===== config.mk =====
export PLATFORM = sky130hd
export DESIGN_NAME = ump_pin_ctrl
export DESIGN_NICKNAME = d
export VERILOG_FILES = /design/src/inc/ump_pkg.sv /design/src/core/ump_pin_ctrl.sv /design/src/core/ump_sync.sv /design/src/core/ump_tx_shift.sv
export SDC_FILE = /design/constraint.sdc
export NUM_CORES = 1
export LEC_CHECK = 0
export BUFFER_PORTS_ARGS = -buffer_cell sky130_fd_sc_hd__clkbuf_2
export CAP_MARGIN = 20
export CELL_PAD_IN_SITES_DETAIL_PLACEMENT = 0
export CELL_PAD_IN_SITES_GLOBAL_PLACEMENT = 1
export CORE_MARGIN = 2
export CORE_UTILIZATION = 35
export CTS_BUF_LIST = sky130_fd_sc_hd__clkbuf_4 sky130_fd_sc_hd__clkbuf_8
export CTS_CLUSTER_DIAMETER = 50
export DETAILED_ROUTE_END_ITERATION = 8
export MAX_ROUTING_LAYER = met4
export PLACE_DENSITY_LB_ADDON = 0.3
export RECOVER_POWER = 25
export SYNTH_ARGS = -nofsm -noshare
export SYNTH_HDL_FRONTEND = slang
export SYNTH_SLANG_ARGS = --single-unit

===== constraint.sdc =====
create_clock -name clk -period 1.9 [get_ports clk]
set_clock_uncertainty 0.05 [all_clocks]
set_input_delay 0.38 -clock clk [delete_from_list [all_inputs] [get_ports clk]]
set_output_delay 0.38 -clock clk [all_outputs]
set_load 0.01 [all_outputs]

===== src/inc/ump_pkg.sv =====
/*
  Constants, register map and enumerations of the channel pin-control block.
  Assumes a single 125 MHz clock and a synchronous active-high reset.
*/
// Operation
// - Infrared receive input is expected to idle low between pulses.
// - A feature-control bit inverts infrared receive before the decoder.
// - Output-port-2 bit set: general output low, interrupt pin driven.
// - Output-port-2 bit clear: general output high, interrupt pin floats.
// - Set-ready, carrier and ring inputs are status only, no serial effect.
// - Clear-to-send gates transmit when auto flow enabled, else status.
// - Long reset pulse returns registers and outputs to default.
// - During reset transmit stays high and receive input is ignored.
// - Infrared bit selects infrared interface, transmit idles low; else high.
// - Auto direction: request-to-send high receiving, low transmitting.
package ump_pkg;

  // ----------------------------------------------------------------
  // Register map (word index equals address)
  // ----------------------------------------------------------------
  localparam logic [2:0] UMP_ADDR_MCR  = 3'h4;
  localparam logic [2:0] UMP_ADDR_FEATURE_CONTROL_REGISTER = 3'h1;
  localparam logic [2:0] UMP_ADDR_EFR  = 3'h2;
  localparam logic [2:0] UMP_ADDR_MSR  = 3'h6;
  localparam logic [2:0] UMP_ADDR_TXD  = 3'h0;
  localparam logic [2:0] UMP_ADDR_STAT = 3'h5;

  // ----------------------------------------------------------------
  // Field positions
  // ----------------------------------------------------------------
  localparam int UMP_MCR_DTR   = 0;
  localparam int UMP_MCR_RTS   = 1;
  localparam int UMP_MCR_OP2   = 3;
  localparam int UMP_MCR_IR    = 6;
  localparam int UMP_FEATURE_CONTROL_REGISTER_IRIN = 2;
  localparam int UMP_FEATURE_CONTROL_REGISTER_DIR  = 3;
  localparam int UMP_EFR_ACTS  = 7;
  localparam int UMP_EFR_ARTS  = 6;

  // ----------------------------------------------------------------
  // Reset values
  // ----------------------------------------------------------------
  localparam logic [7:0] UMP_MCR_RST  = 8'h00;
  localparam logic [7:0] UMP_FEATURE_CONTROL_REGISTER_RST = 8'h00;
  localparam logic [7:0] UMP_EFR_RST  = 8'h00;
  localparam logic [7:0] UMP_ZERO     = 8'h00;

  // ----------------------------------------------------------------
  // Timing
  // ----------------------------------------------------------------
  localparam int UMP_CLK_NS       = 8;
  localparam int UMP_RST_MIN_NS   = 40;
  // Least time rounds up
  localparam int UMP_RST_MIN_CYC  =
    (UMP_RST_MIN_NS + UMP_CLK_NS - 1) / UMP_CLK_NS;
  localparam int UMP_BIT_CYC      = 16;
  localparam int UMP_FRAME_BITS   = 10;

  // ----------------------------------------------------------------
  // Transmit state
  // ----------------------------------------------------------------
  typedef enum logic [1:0] {
    UMP_TX_IDLE = 2'b00,
    UMP_TX_WAIT = 2'b01,
    UMP_TX_SEND = 2'b10
  } ump_tx_state_t;

endpackage : ump_pkg


===== src/core/ump_pin_ctrl.sv =====
/*
  Pin control of one serial channel: modem pins, infrared polarity,
  general output two with interrupt gating, and a register port.
  Assumes pins are asynchronous and synchronised here; the register
  master issues one-cycle strobes and reads data in the next cycle.
*/
`timescale 1ns/10ps
module ump_pin_ctrl
  import ump_pkg::*;
(
  // Clock and reset
  input  wire logic       clk,
  input  wire logic       reset,
  // Register port
  input  wire logic [2:0] reg_addr,
  input  wire logic [7:0] reg_wdata,
  input  wire logic       reg_wr,
  input  wire logic       reg_rd,
  output logic      [7:0] reg_rdata,
  // Serial pins
  input  wire logic       serial_receive_in,
  output logic            serial_transmit_out,
  output logic            request_to_send_out_n,
  input  wire logic       clear_to_send_in_n,
  output logic            terminal_ready_out_n,
  input  wire logic       set_ready_in_n,
  input  wire logic       carrier_detect_in_n,
  input  wire logic       ring_indicator_in_n,
  output logic            general_output_two_n,
  // Interrupt pin
  input  wire logic       irq_request,
  output logic            interrupt_out,
  output logic            interrupt_oe,
  // Decoder side
  output logic            decoder_in
);

  // ----------------------------------------------------------------
  // Registers
  // ----------------------------------------------------------------
  logic [7:0] modem_control_register;
  logic [7:0] feature_control_register;
  logic [7:0] enhanced_feature_register;
  logic [7:0] next_mcr;
  logic [7:0] next_feature_control_register;
  logic [7:0] next_efr;
  logic [7:0] next_rdata;
  logic       tx_go;
  logic [7:0] tx_data;
  logic       next_go;
  logic [7:0] next_txd;

  // ----------------------------------------------------------------
  // Pin synchronisers
  // ----------------------------------------------------------------
  logic rx_s;
  logic cts_s;
  logic dsr_s;
  logic cd_s;
  logic ri_s;

  ump_sync #(.RST_VAL(1'b1)) u_rx (
    .clk   (clk),
    .reset (reset),
    .pin   (serial_receive_in),
    .sync  (rx_s)
  );
  ump_sync #(.RST_VAL(1'b1)) u_cts (
    .clk   (clk),
    .reset (reset),
    .pin   (clear_to_send_in_n),
    .sync  (cts_s)
  );
  ump_sync #(.RST_VAL(1'b1)) u_dsr (
    .clk   (clk),
    .reset (reset),
    .pin   (set_ready_in_n),
    .sync  (dsr_s)
  );
  ump_sync #(.RST_VAL(1'b1)) u_cd (
    .clk   (clk),
    .reset (reset),
    .pin   (carrier_detect_in_n),
    .sync  (cd_s)
  );
  ump_sync #(.RST_VAL(1'b1)) u_ri (
    .clk   (clk),
    .reset (reset),
    .pin   (ring_indicator_in_n),
    .sync  (ri_s)
  );

  // ----------------------------------------------------------------
  // Mode decode
  // ----------------------------------------------------------------
  logic ir_mode;
  logic ir_invert;
  logic auto_cts;
  logic auto_dir;
  logic op2_bit;

  assign ir_mode   = modem_control_register[UMP_MCR_IR];
  assign ir_invert = feature_control_register[UMP_FEATURE_CONTROL_REGISTER_IRIN];
  assign auto_cts  = enhanced_feature_register[UMP_EFR_ACTS];
  assign auto_dir  = feature_control_register[UMP_FEATURE_CONTROL_REGISTER_DIR];
  assign op2_bit   = modem_control_register[UMP_MCR_OP2];

  // ----------------------------------------------------------------
  // Receive path
  // ----------------------------------------------------------------
  // Infrared idles low; the option flips a high-idle transceiver
  logic rx_line;
  logic next_dec;

  // Standard mode relies on the far end idling the line high
  assign rx_line = ir_mode ? (rx_s ^ ir_invert) : rx_s;

  always_comb begin
    // Receive is ignored during reset: decoder sees the idle level
    next_dec = rx_line;
    if (reset) begin
      next_dec = 1'b1;
    end
  end

  always_ff @(posedge clk) begin
    decoder_in <= next_dec;
  end

  // ----------------------------------------------------------------
  // Transmit path
  // ----------------------------------------------------------------
  logic tx_busy;
  logic tx_line;
  logic cts_block;
  logic next_tx_out;

  // Only clear-to-send may stall; the status inputs are never read here
  assign cts_block = auto_cts & cts_s;

  ump_tx_shift u_tx (
    .clk       (clk),
    .reset     (reset),
    .go        (tx_go),
    .data      (tx_data),
    .cts_block (cts_block),
    .busy      (tx_busy),
    .line      (tx_line)
  );

  always_comb begin
    // Infrared output is pulse-style: idle low, a zero bit gives a pulse
    next_tx_out = ir_mode ? ~tx_line : tx_line;
    if (reset) begin
      next_tx_out = 1'b1;
    end
  end

  always_ff @(posedge clk) begin
    serial_transmit_out <= next_tx_out;
  end

  // ----------------------------------------------------------------
  // Modem outputs
  // ----------------------------------------------------------------
  logic next_rts_n;
  logic next_dtr_n;
  logic next_op2_n;
  logic next_int;
  logic next_int_oe;

  // Software-set level unless auto direction overrides it with the busy flag; auto flow leaves it alone
  always_comb begin
    next_rts_n = ~modem_control_register[UMP_MCR_RTS];
    if (auto_dir) begin
      next_rts_n = ~tx_busy;
    end
    next_dtr_n  = ~modem_control_register[UMP_MCR_DTR];
    next_op2_n  = ~op2_bit;
    next_int    = irq_request & op2_bit;
    next_int_oe = op2_bit;
    if (reset) begin
      next_rts_n  = 1'b1;
      next_dtr_n  = 1'b1;
      next_op2_n  = 1'b1;
      next_int    = 1'b0;
      next_int_oe = 1'b0;
    end
  end

  // Interrupt and output two share one bit, so neither is free
  always_ff @(posedge clk) begin
    request_to_send_out_n <= next_rts_n;
    terminal_ready_out_n  <= next_dtr_n;
    general_output_two_n  <= next_op2_n;
    interrupt_out         <= next_int;
    interrupt_oe          <= next_int_oe;
  end

  // ----------------------------------------------------------------
  // Register port
  // ----------------------------------------------------------------
  always_comb begin
    next_mcr   = modem_control_register;
    next_feature_control_register  = feature_control_register;
    next_efr   = enhanced_feature_register;
    next_go    = 1'b0;
    next_txd   = tx_data;
    next_rdata = UMP_ZERO;
    if (reg_wr) begin
      if (reg_addr == UMP_ADDR_MCR) begin
        next_mcr = reg_wdata;
      end else if (reg_addr == UMP_ADDR_FEATURE_CONTROL_REGISTER) begin
        next_feature_control_register = reg_wdata;
      end else if (reg_addr == UMP_ADDR_EFR) begin
        next_efr = reg_wdata;
      end else if (reg_addr == UMP_ADDR_TXD) begin
        // A write while busy is dropped; software polls the status word
        next_go  = ~tx_busy;
        next_txd = tx_busy ? tx_data : reg_wdata;
      end
    end
    if (reg_rd) begin
      if (reg_addr == UMP_ADDR_MCR) begin
        next_rdata = modem_control_register;
      end else if (reg_addr == UMP_ADDR_FEATURE_CONTROL_REGISTER) begin
        next_rdata = feature_control_register;
      end else if (reg_addr == UMP_ADDR_EFR) begin
        next_rdata = enhanced_feature_register;
      end else if (reg_addr == UMP_ADDR_MSR) begin
        // Asserted-low pins reported as ones
        next_rdata = {~cd_s, ~ri_s, ~dsr_s, ~cts_s, 4'h0};
      end else if (reg_addr == UMP_ADDR_STAT) begin
        next_rdata = {7'h00, tx_busy};
      end
    end
    if (reset) begin
      next_mcr   = UMP_MCR_RST;
      next_feature_control_register  = UMP_FEATURE_CONTROL_REGISTER_RST;
      next_efr   = UMP_EFR_RST;
      next_go    = 1'b0;
      next_txd   = UMP_ZERO;
      next_rdata = UMP_ZERO;
    end
  end

  always_ff @(posedge clk) begin
    modem_control_register    <= next_mcr;
    feature_control_register  <= next_feature_control_register;
    enhanced_feature_register <= next_efr;
    tx_go                     <= next_go;
    tx_data                   <= next_txd;
    reg_rdata                 <= next_rdata;
  end

endmodule : ump_pin_ctrl


===== src/core/ump_sync.sv =====
/*
  Two-flop synchroniser for one pin.
  Assumes the pin is asynchronous to clk; reset value is the pin idle level.
*/
`timescale 1ns/10ps
module ump_sync
  import ump_pkg::*;
#(
  parameter logic RST_VAL = 1'b1
) (
  // Clock and reset
  input  wire logic clk,
  input  wire logic reset,
  // Pin and result
  input  wire logic pin,
  output logic      sync
);

  logic meta;
  logic next_meta;
  logic next_sync;

  always_comb begin
    next_meta = reset ? RST_VAL : pin;
    next_sync = reset ? RST_VAL : meta;
  end

  always_ff @(posedge clk) begin
    meta <= next_meta;
    sync <= next_sync;
  end

endmodule : ump_sync


===== src/core/ump_tx_shift.sv =====
/*
  Simple 8N1 transmit shifter with clear-to-send gating.
  Assumes go is a one-cycle pulse taken only while busy is low.
*/
`timescale 1ns/10ps
module ump_tx_shift
  import ump_pkg::*;
(
  // Clock and reset
  input  wire logic       clk,
  input  wire logic       reset,
  // Control
  input  wire logic       go,
  input  wire logic [7:0] data,
  input  wire logic       cts_block,
  // Result
  output logic            busy,
  output logic            line
);

  ump_tx_state_t state;
  ump_tx_state_t next_state;
  logic [9:0]    shreg;
  logic [9:0]    next_shreg;
  logic [4:0]    cyc;
  logic [4:0]    next_cyc;
  logic [3:0]    bits;
  logic [3:0]    next_bits;

  always_comb begin
    next_state = state;
    next_shreg = shreg;
    next_cyc   = cyc;
    next_bits  = bits;
    case (state)
      UMP_TX_IDLE: begin
        if (go) begin
          next_shreg = {1'b1, data, 1'b0};
          next_state = UMP_TX_WAIT;
        end
      end
      // A character is held back only before its start bit
      UMP_TX_WAIT: begin
        if (!cts_block) begin
          next_state = UMP_TX_SEND;
          next_cyc   = 5'(UMP_BIT_CYC - 1);
          next_bits  = 4'(UMP_FRAME_BITS - 1);
        end
      end
      UMP_TX_SEND: begin
        if (cyc != 5'h0_0) begin
          next_cyc = cyc - 5'h0_1;
        end else if (bits != 4'h0) begin
          next_bits  = bits - 4'h1;
          next_cyc   = 5'(UMP_BIT_CYC - 1);
          next_shreg = {1'b1, shreg[9:1]};
        end else begin
          next_state = UMP_TX_IDLE;
        end
      end
      default: next_state = UMP_TX_IDLE;
    endcase
    if (reset) begin
      next_state = UMP_TX_IDLE;
      next_shreg = 10'h3_FF;
      next_cyc   = 5'h0_0;
      next_bits  = 4'h0;
    end
  end

  always_ff @(posedge clk) begin
    state <= next_state;
    shreg <= next_shreg;
    cyc   <= next_cyc;
    bits  <= next_bits;
  end

  assign busy = (state != UMP_TX_IDLE);
  assign line = (state == UMP_TX_SEND) ? shreg[0] : 1'b1;

endmodule : ump_tx_shift


## Word-level counts from Yosys, hierarchy flattened

Index checks and enable logic that the tools add are counted.

| operators by class | value |
|---|---|
| add/subtract/negate cells | 2 |
| eq/ne operators | 13 |
| mux-type cells | 26 |
| bitwise gates (word level) | 18 |
| reduce and logical (&&, ||, !) cells | 17 |

Operator list:

| cell | count |
|---|---|
| $mux 8 | 4 |
| $mux 10 | 3 |
| $pmux 10 s2 | 1 |
| $reduce_and 4->1 | 4 |
| $mux 5 | 3 |
| $not 1->1 | 15 |
| $mux 4 | 3 |
| $pmux 5 s2 | 1 |
| $eq 3x3->1 const B | 3 |
| $mux 2 | 4 |
| $ne 2x2->1 const B | 4 |
| $pmux 4 s2 | 1 |
| $pmux 2 s3 | 1 |
| $reduce_and 3->1 | 2 |
| $reduce_and 6->1 | 1 |
| $reduce_bool 2->1 | 3 |
| $reduce_or 6->1 | 1 |
| $mux 1 | 5 |
| $reduce_bool 5->1 | 1 |
| $sub 5x1->5 const B | 1 |
| $reduce_bool 4->1 | 1 |
| $sub 4x1->4 const B | 1 |
| $eq 3x1->1 const B | 1 |
| $eq 3x2->1 const B | 1 |
| other kinds (10) | 11 |

| word-level totals | value |
|---|---|
| register bits after elaboration | 79 |
| input port bits | 21 |
| output and inout bits | 15 |
| logic and storage cells | 103 |

## Logic depth before layout (Yosys ltp)

| logic depth | value |
|---|---|
| depth after elaboration | 6 |
| mapped depth | 9 |
| depth with buffers taken out | 6 |

## Cells and area by module

From an unflattened synthesis, not the netlist that was laid out.

| unflattened totals | value |
|---|---|
| cells, all modules | 351 |
| area total of the unflattened synthesis | 3434.5 um^2 |

Modules (own cells, without submodules):

| module | times used | cells an instance | area each (um^2) | sequential area each (um^2) |
|---|---|---|---|---|
| ump_pin_ctrl | 1 | 196 | 1994.4 | 960.9 |
| ump_tx_shift | 1 | 135 | 1177.4 | 400.4 |
| ump_sync | 5 | 4 | 52.6 | 40.0 |

## Worst setup path after synthesis

Ideal clock, no wire load.

| timing | value |
|---|---|
| kind | reg-to-reg |
| from | reg u_tx.cyc[0] |
| to | reg u_tx.shreg[0] |
| library setup time | 120 ps |
| arrival | 1956 ps |
| data required time | 1730 ps |
| slack | -226 ps |
| stages on the path, launching flop included | 8 |
| path buffers | 2 |
| period minus slack after synthesis | 2126 ps |
| path through | dfxtp_1 inv_1 ha_1 or4b_4 a221o_2 buf_6 buf_6 a211o_1 |

| between the ends | value |
|---|---|
| longest elaborated chain between the ends | 3 |

Ends and longest elaborated chain:

| item | line | source |
|---|---|---|
| from (decl) | ump_tx_shift.sv:25 | `logic [4:0] cyc;` |
| from (signal assigned) | ump_tx_shift.sv:74 | `cyc <= next_cyc;` |
| $reduce_bool 5->1 | ump_tx_shift.sv:51 | `if (cyc != 5'h0_0) begin` |
| $ne 2x2->1 (no line) | n/a |  |
| $reduce_and 4->1 (no line) | n/a |  |
| to (signal assigned) | ump_tx_shift.sv:73 | `shreg <= next_shreg;` |
| to (decl) | ump_tx_shift.sv:23 | `logic [9:0] shreg;` |

No other way between the ends.
A chain may end at the register's enable or synchronous reset.

## Worst setup path in the final report

| timing | value |
|---|---|
| from | reg u_tx.cyc[1] |
| to | reg u_tx.bits[2] |

| between the ends | value |
|---|---|
| longest elaborated chain between the ends | 3 |

Ends and longest elaborated chain:

| item | line | source |
|---|---|---|
| $reduce_bool 5->1 | ump_tx_shift.sv:51 |  |
| $ne 2x2->1 (no line) | n/a |  |
| $reduce_and 4->1 (no line) | n/a |  |
| to (signal assigned) | ump_tx_shift.sv:75 | `bits <= next_bits;` |
| to (decl) | ump_tx_shift.sv:27 | `logic [3:0] bits;` |

No other way between the ends.

==> results.txt <==
FF-to-FF path depth: 6
Clk sinks: 78
Async SR Flop Fraction: 0
Layout area overhead: 24.4%
Combinational fraction of design power: 0.256
Gpl congestion: 0.755
Final global-route overflow total: 0
Max_cap viols: 0
Pins Over Slew Limit: 0
Critical-path top delay cell: or4b_4
Final setup margin: -0.160 ns
Clk_lat worst skew: 0.35 ns
Layout Utilization: 0.441
Pre-antenna DRT Iters: 4
GR Util All Layers: 0.163
Min-delay worst type: in2reg
Placed Instance Area: 3690 um^2
Synth top area share: 0.484
Int Pwr: 2770 uW
Top-count cell post-synth: dfxtp_1
CP Data Arrival Time: 2.28 ns
YS warnings: 0
Place WS: -0.147 ns
Worst path buffer plus inverter count: 1
Die Y: 100 um
Violated checks: negative setup slack
Post-route ant nets: 0
Crit Reg-Reg Startpoint: u_tx.cyc[1]$_SDFFE_PP0P_
I/O Pins: 36
Most used flip-flop cell after synthesis: dfxtp_1
Avg WL per Cell: 14.4 um
Hold_ws: 0.148 ns
Diodes inserted: 0
Syn Nets: 370
Die width: 100 um
Pwr/cell area: 990 nW/um^2
Final Hold Viols: 0
Syn Area/Cell: 9.41 um^2
Crit path max fanout: 4
Pin count of the biggest net entering global routing: 70
Worst R2R End: u_tx.bits[2]$_SDFFE_PP0P_
HP Start: ring_indicator_in_n
Fin area: 4020 um^2
Drc violations: 0
Kind of cell adding the most delay to the critical path: simple AND/OR/NAND/NOR gates
Post-Synthesis Cell Area: 3230 um^2
Area contributors post-synth: dfxtp_1 (48%), mux2i_1 (9.6%), nor2_1 (4.9%)
LEAKAGE: 0.00165 uW
Synth Register Bits: 78
Row count: 35
Setup CP Type: reg2reg
Routed WL: 7470 um
Post-synth EDFFs: 0
Detailed Place HPWL: 5000 um
TritonCTS buffer count: 9
Synth cell types: 45
Startpoint types: register
Vias: 2,611
Reg2reg setup slack: -0.16 ns
DR vias/cell: 5.02
Sequential power share: 0.456
Post-synthesis cell count: 343
Port Buf Inserts: 35
Vias in the first global route: 2,480
H-tree depth: 3
Slew at the pin with the worst max-slew slack: 0.538 ns
Synth cell count leaders: dfxtp_1 (78), nor2_1 (42), mux2i_1 (31)
Rel. slew slack: 0.642
Final nets: 431
Switching Share: 0.303
Synth area leader: dfxtp_1
Final Cycle Share: 1.08
Crit path required time: 2.12 ns
First-pass GRT wire length: 12,400 um
Worst Setup End Kind: register
CTS tree: yes
Max VDD drop: 386 uV
Fmax: 0.485 GHz
Hold Path Sink: u_ri.meta$_SDFF_PP1_
Initial antenna violation count: 0
Final min period: 2.06 ns
Starting DRT DRC Count: 124
Initial Util: 0.354
CP cell instances: inv_2 > ha_4 > or4b_4 > a21bo_4 > or4_4 > a221oi_2
Reg clk slew, reported paths: 0.09 ns
Final setup viols: 13
Placeable Area: 9110 um^2
Sw Pwr: 1200 uW
Post-synthesis sequential area ratio: 0.484
RSZ-0062 raised after global routing: yes
Min-Delay Path Depth: 2
Layout cell share with drive strength beyond 1: 0.301
Outcome: finished, violations left
CTS Buffer Depth: 2
Root buf cell: clkbuf_8
Die ar.: 10,000 um^2
Slowest Stage Delay on Critical Path: 0.49 ns
Clk network pwr share: 0.288
## layer usage
metal	wire length (um)	GRT usage	vias up
li1	-	-	1326
met1	3770	0.218	1232
met2	3320	0.244	45
met3	283	0.0362	8
met4	97	0.0569	0
met5	0	-	-
## power by group through the flow
stage	clock network, uW	registers (uW)	logic (uW)
after floorplan	0	1830	500
after global placement	0	1840	758
after detailed placement	0	1840	771
after CTS	1180	1810	915
after global routing	1260	1830	1120
final	1150	1810	1020
## worst max-delay path by stage
stage	cells past startpoint	to	from
after floorplan	6	u_tx.bits[2]$_SDFFE_PP0P_	u_tx.cyc[1]$_SDFFE_PP0P_
after global placement	6	u_tx.bits[2]$_SDFFE_PP0P_	u_tx.cyc[1]$_SDFFE_PP0P_
after detailed placement	6	u_tx.bits[2]$_SDFFE_PP0P_	u_tx.cyc[1]$_SDFFE_PP0P_
after CTS	6	u_tx.bits[2]$_SDFFE_PP0P_	u_tx.cyc[1]$_SDFFE_PP0P_
after global routing	6	u_tx.bits[2]$_SDFFE_PP0P_	u_tx.cyc[0]$_SDFFE_PP0P_
final	6	u_tx.bits[2]$_SDFFE_PP0P_	u_tx.cyc[1]$_SDFFE_PP0P_
## cells in the final DEF, fill, tap and decap left out, types with 3 or more instances in the layout
cell type / Yosys / routed
a21oi_1: 27 / 27
inv_1: 11 / 9
clkbuf_8: 0 / 9
clkinv_4: 0 / 3
ha_1: 6 / 4
buf_4: 0 / 31
nand2_1: 23 / 23
o211a_1: 9 / 8
o22ai_1: 5 / 5
nand2b_1: 4 / 4
nor2b_1: 14 / 14
nand3_1: 6 / 6
a211o_1: 9 / 9
nor2_1: 42 / 37
clkbuf_2: 0 / 32
nor3_1: 3 / 3
dfxtp_1: 78 / 76
mux2i_1: 31 / 31
nor2_2: 0 / 5
clkbuf_1: 18 / 4
o21ai_0: 9 / 5
or2_2: 12 / 12
## flip-flops by register name, summed over array words and instances (netlist names), 2 cells and up
register	cells
u_tx.shreg	9
enhanced_feature_register	8
feature_control_register	8
modem_control_register	8
reg_rdata	8
tx_data	8
u_tx.cyc	5
u_tx.bits	4
u_tx.state	2
## metrics by stage
| stage | setup TNS [ns] | std cells | power, uW |
|---|---|---|---|
| 5_1_grt | -1.95 | 520 | 4210 |
| 3_5_place_dp | -0.708 | 495 | 2610 |
| 2_1_floorplan | -0.951 | 343 | 2330 |
| 6_report | -1.12 | 520 | 3980 |
| 3_3_place_gp | -0.531 | 495 | 2600 |
| 4_1_cts | -1.08 | 517 | 3910 |
## logic make-up (layout without fill, tap and decap cells)
logic type / after synthesis / in the layout / share of synthesized area
adder cells (fa/ha/maj): 6 / 6 / 0.0233
AND/OR/NAND/NOR: 121 / 121 / 0.193
flip-flops: 78 / 78 / 0.484
XOR/XNOR: 1 / 1 / 0.00271
multiplexers: 31 / 31 / 0.0961
buffers and inverters: 33 / 97 / 0.0430
AO/OA/AOI/OAI: 73 / 75 / 0.158
## final cells by class
type,count,area (um^2)
multi-input cells,234,1640
well taps,111,139
clock buffers,9,124
clock inverters,7,56.3
fillers,918,5090
inverters,11,41.3
flip-flops and latches,78,1560
repair buffers,70,450
## timing repair
item                       in CTS  in global routing
hold buffers                    0                  0
buffers inserted                4                  3
gates resized for setup         6                 15
hold endpoints to repair        0                  0
cloned                          2                  0
pin swaps                       4                 18
setup endpoints to repair      14                 15
Note: power is estimated with default switching activity, not from simulation.
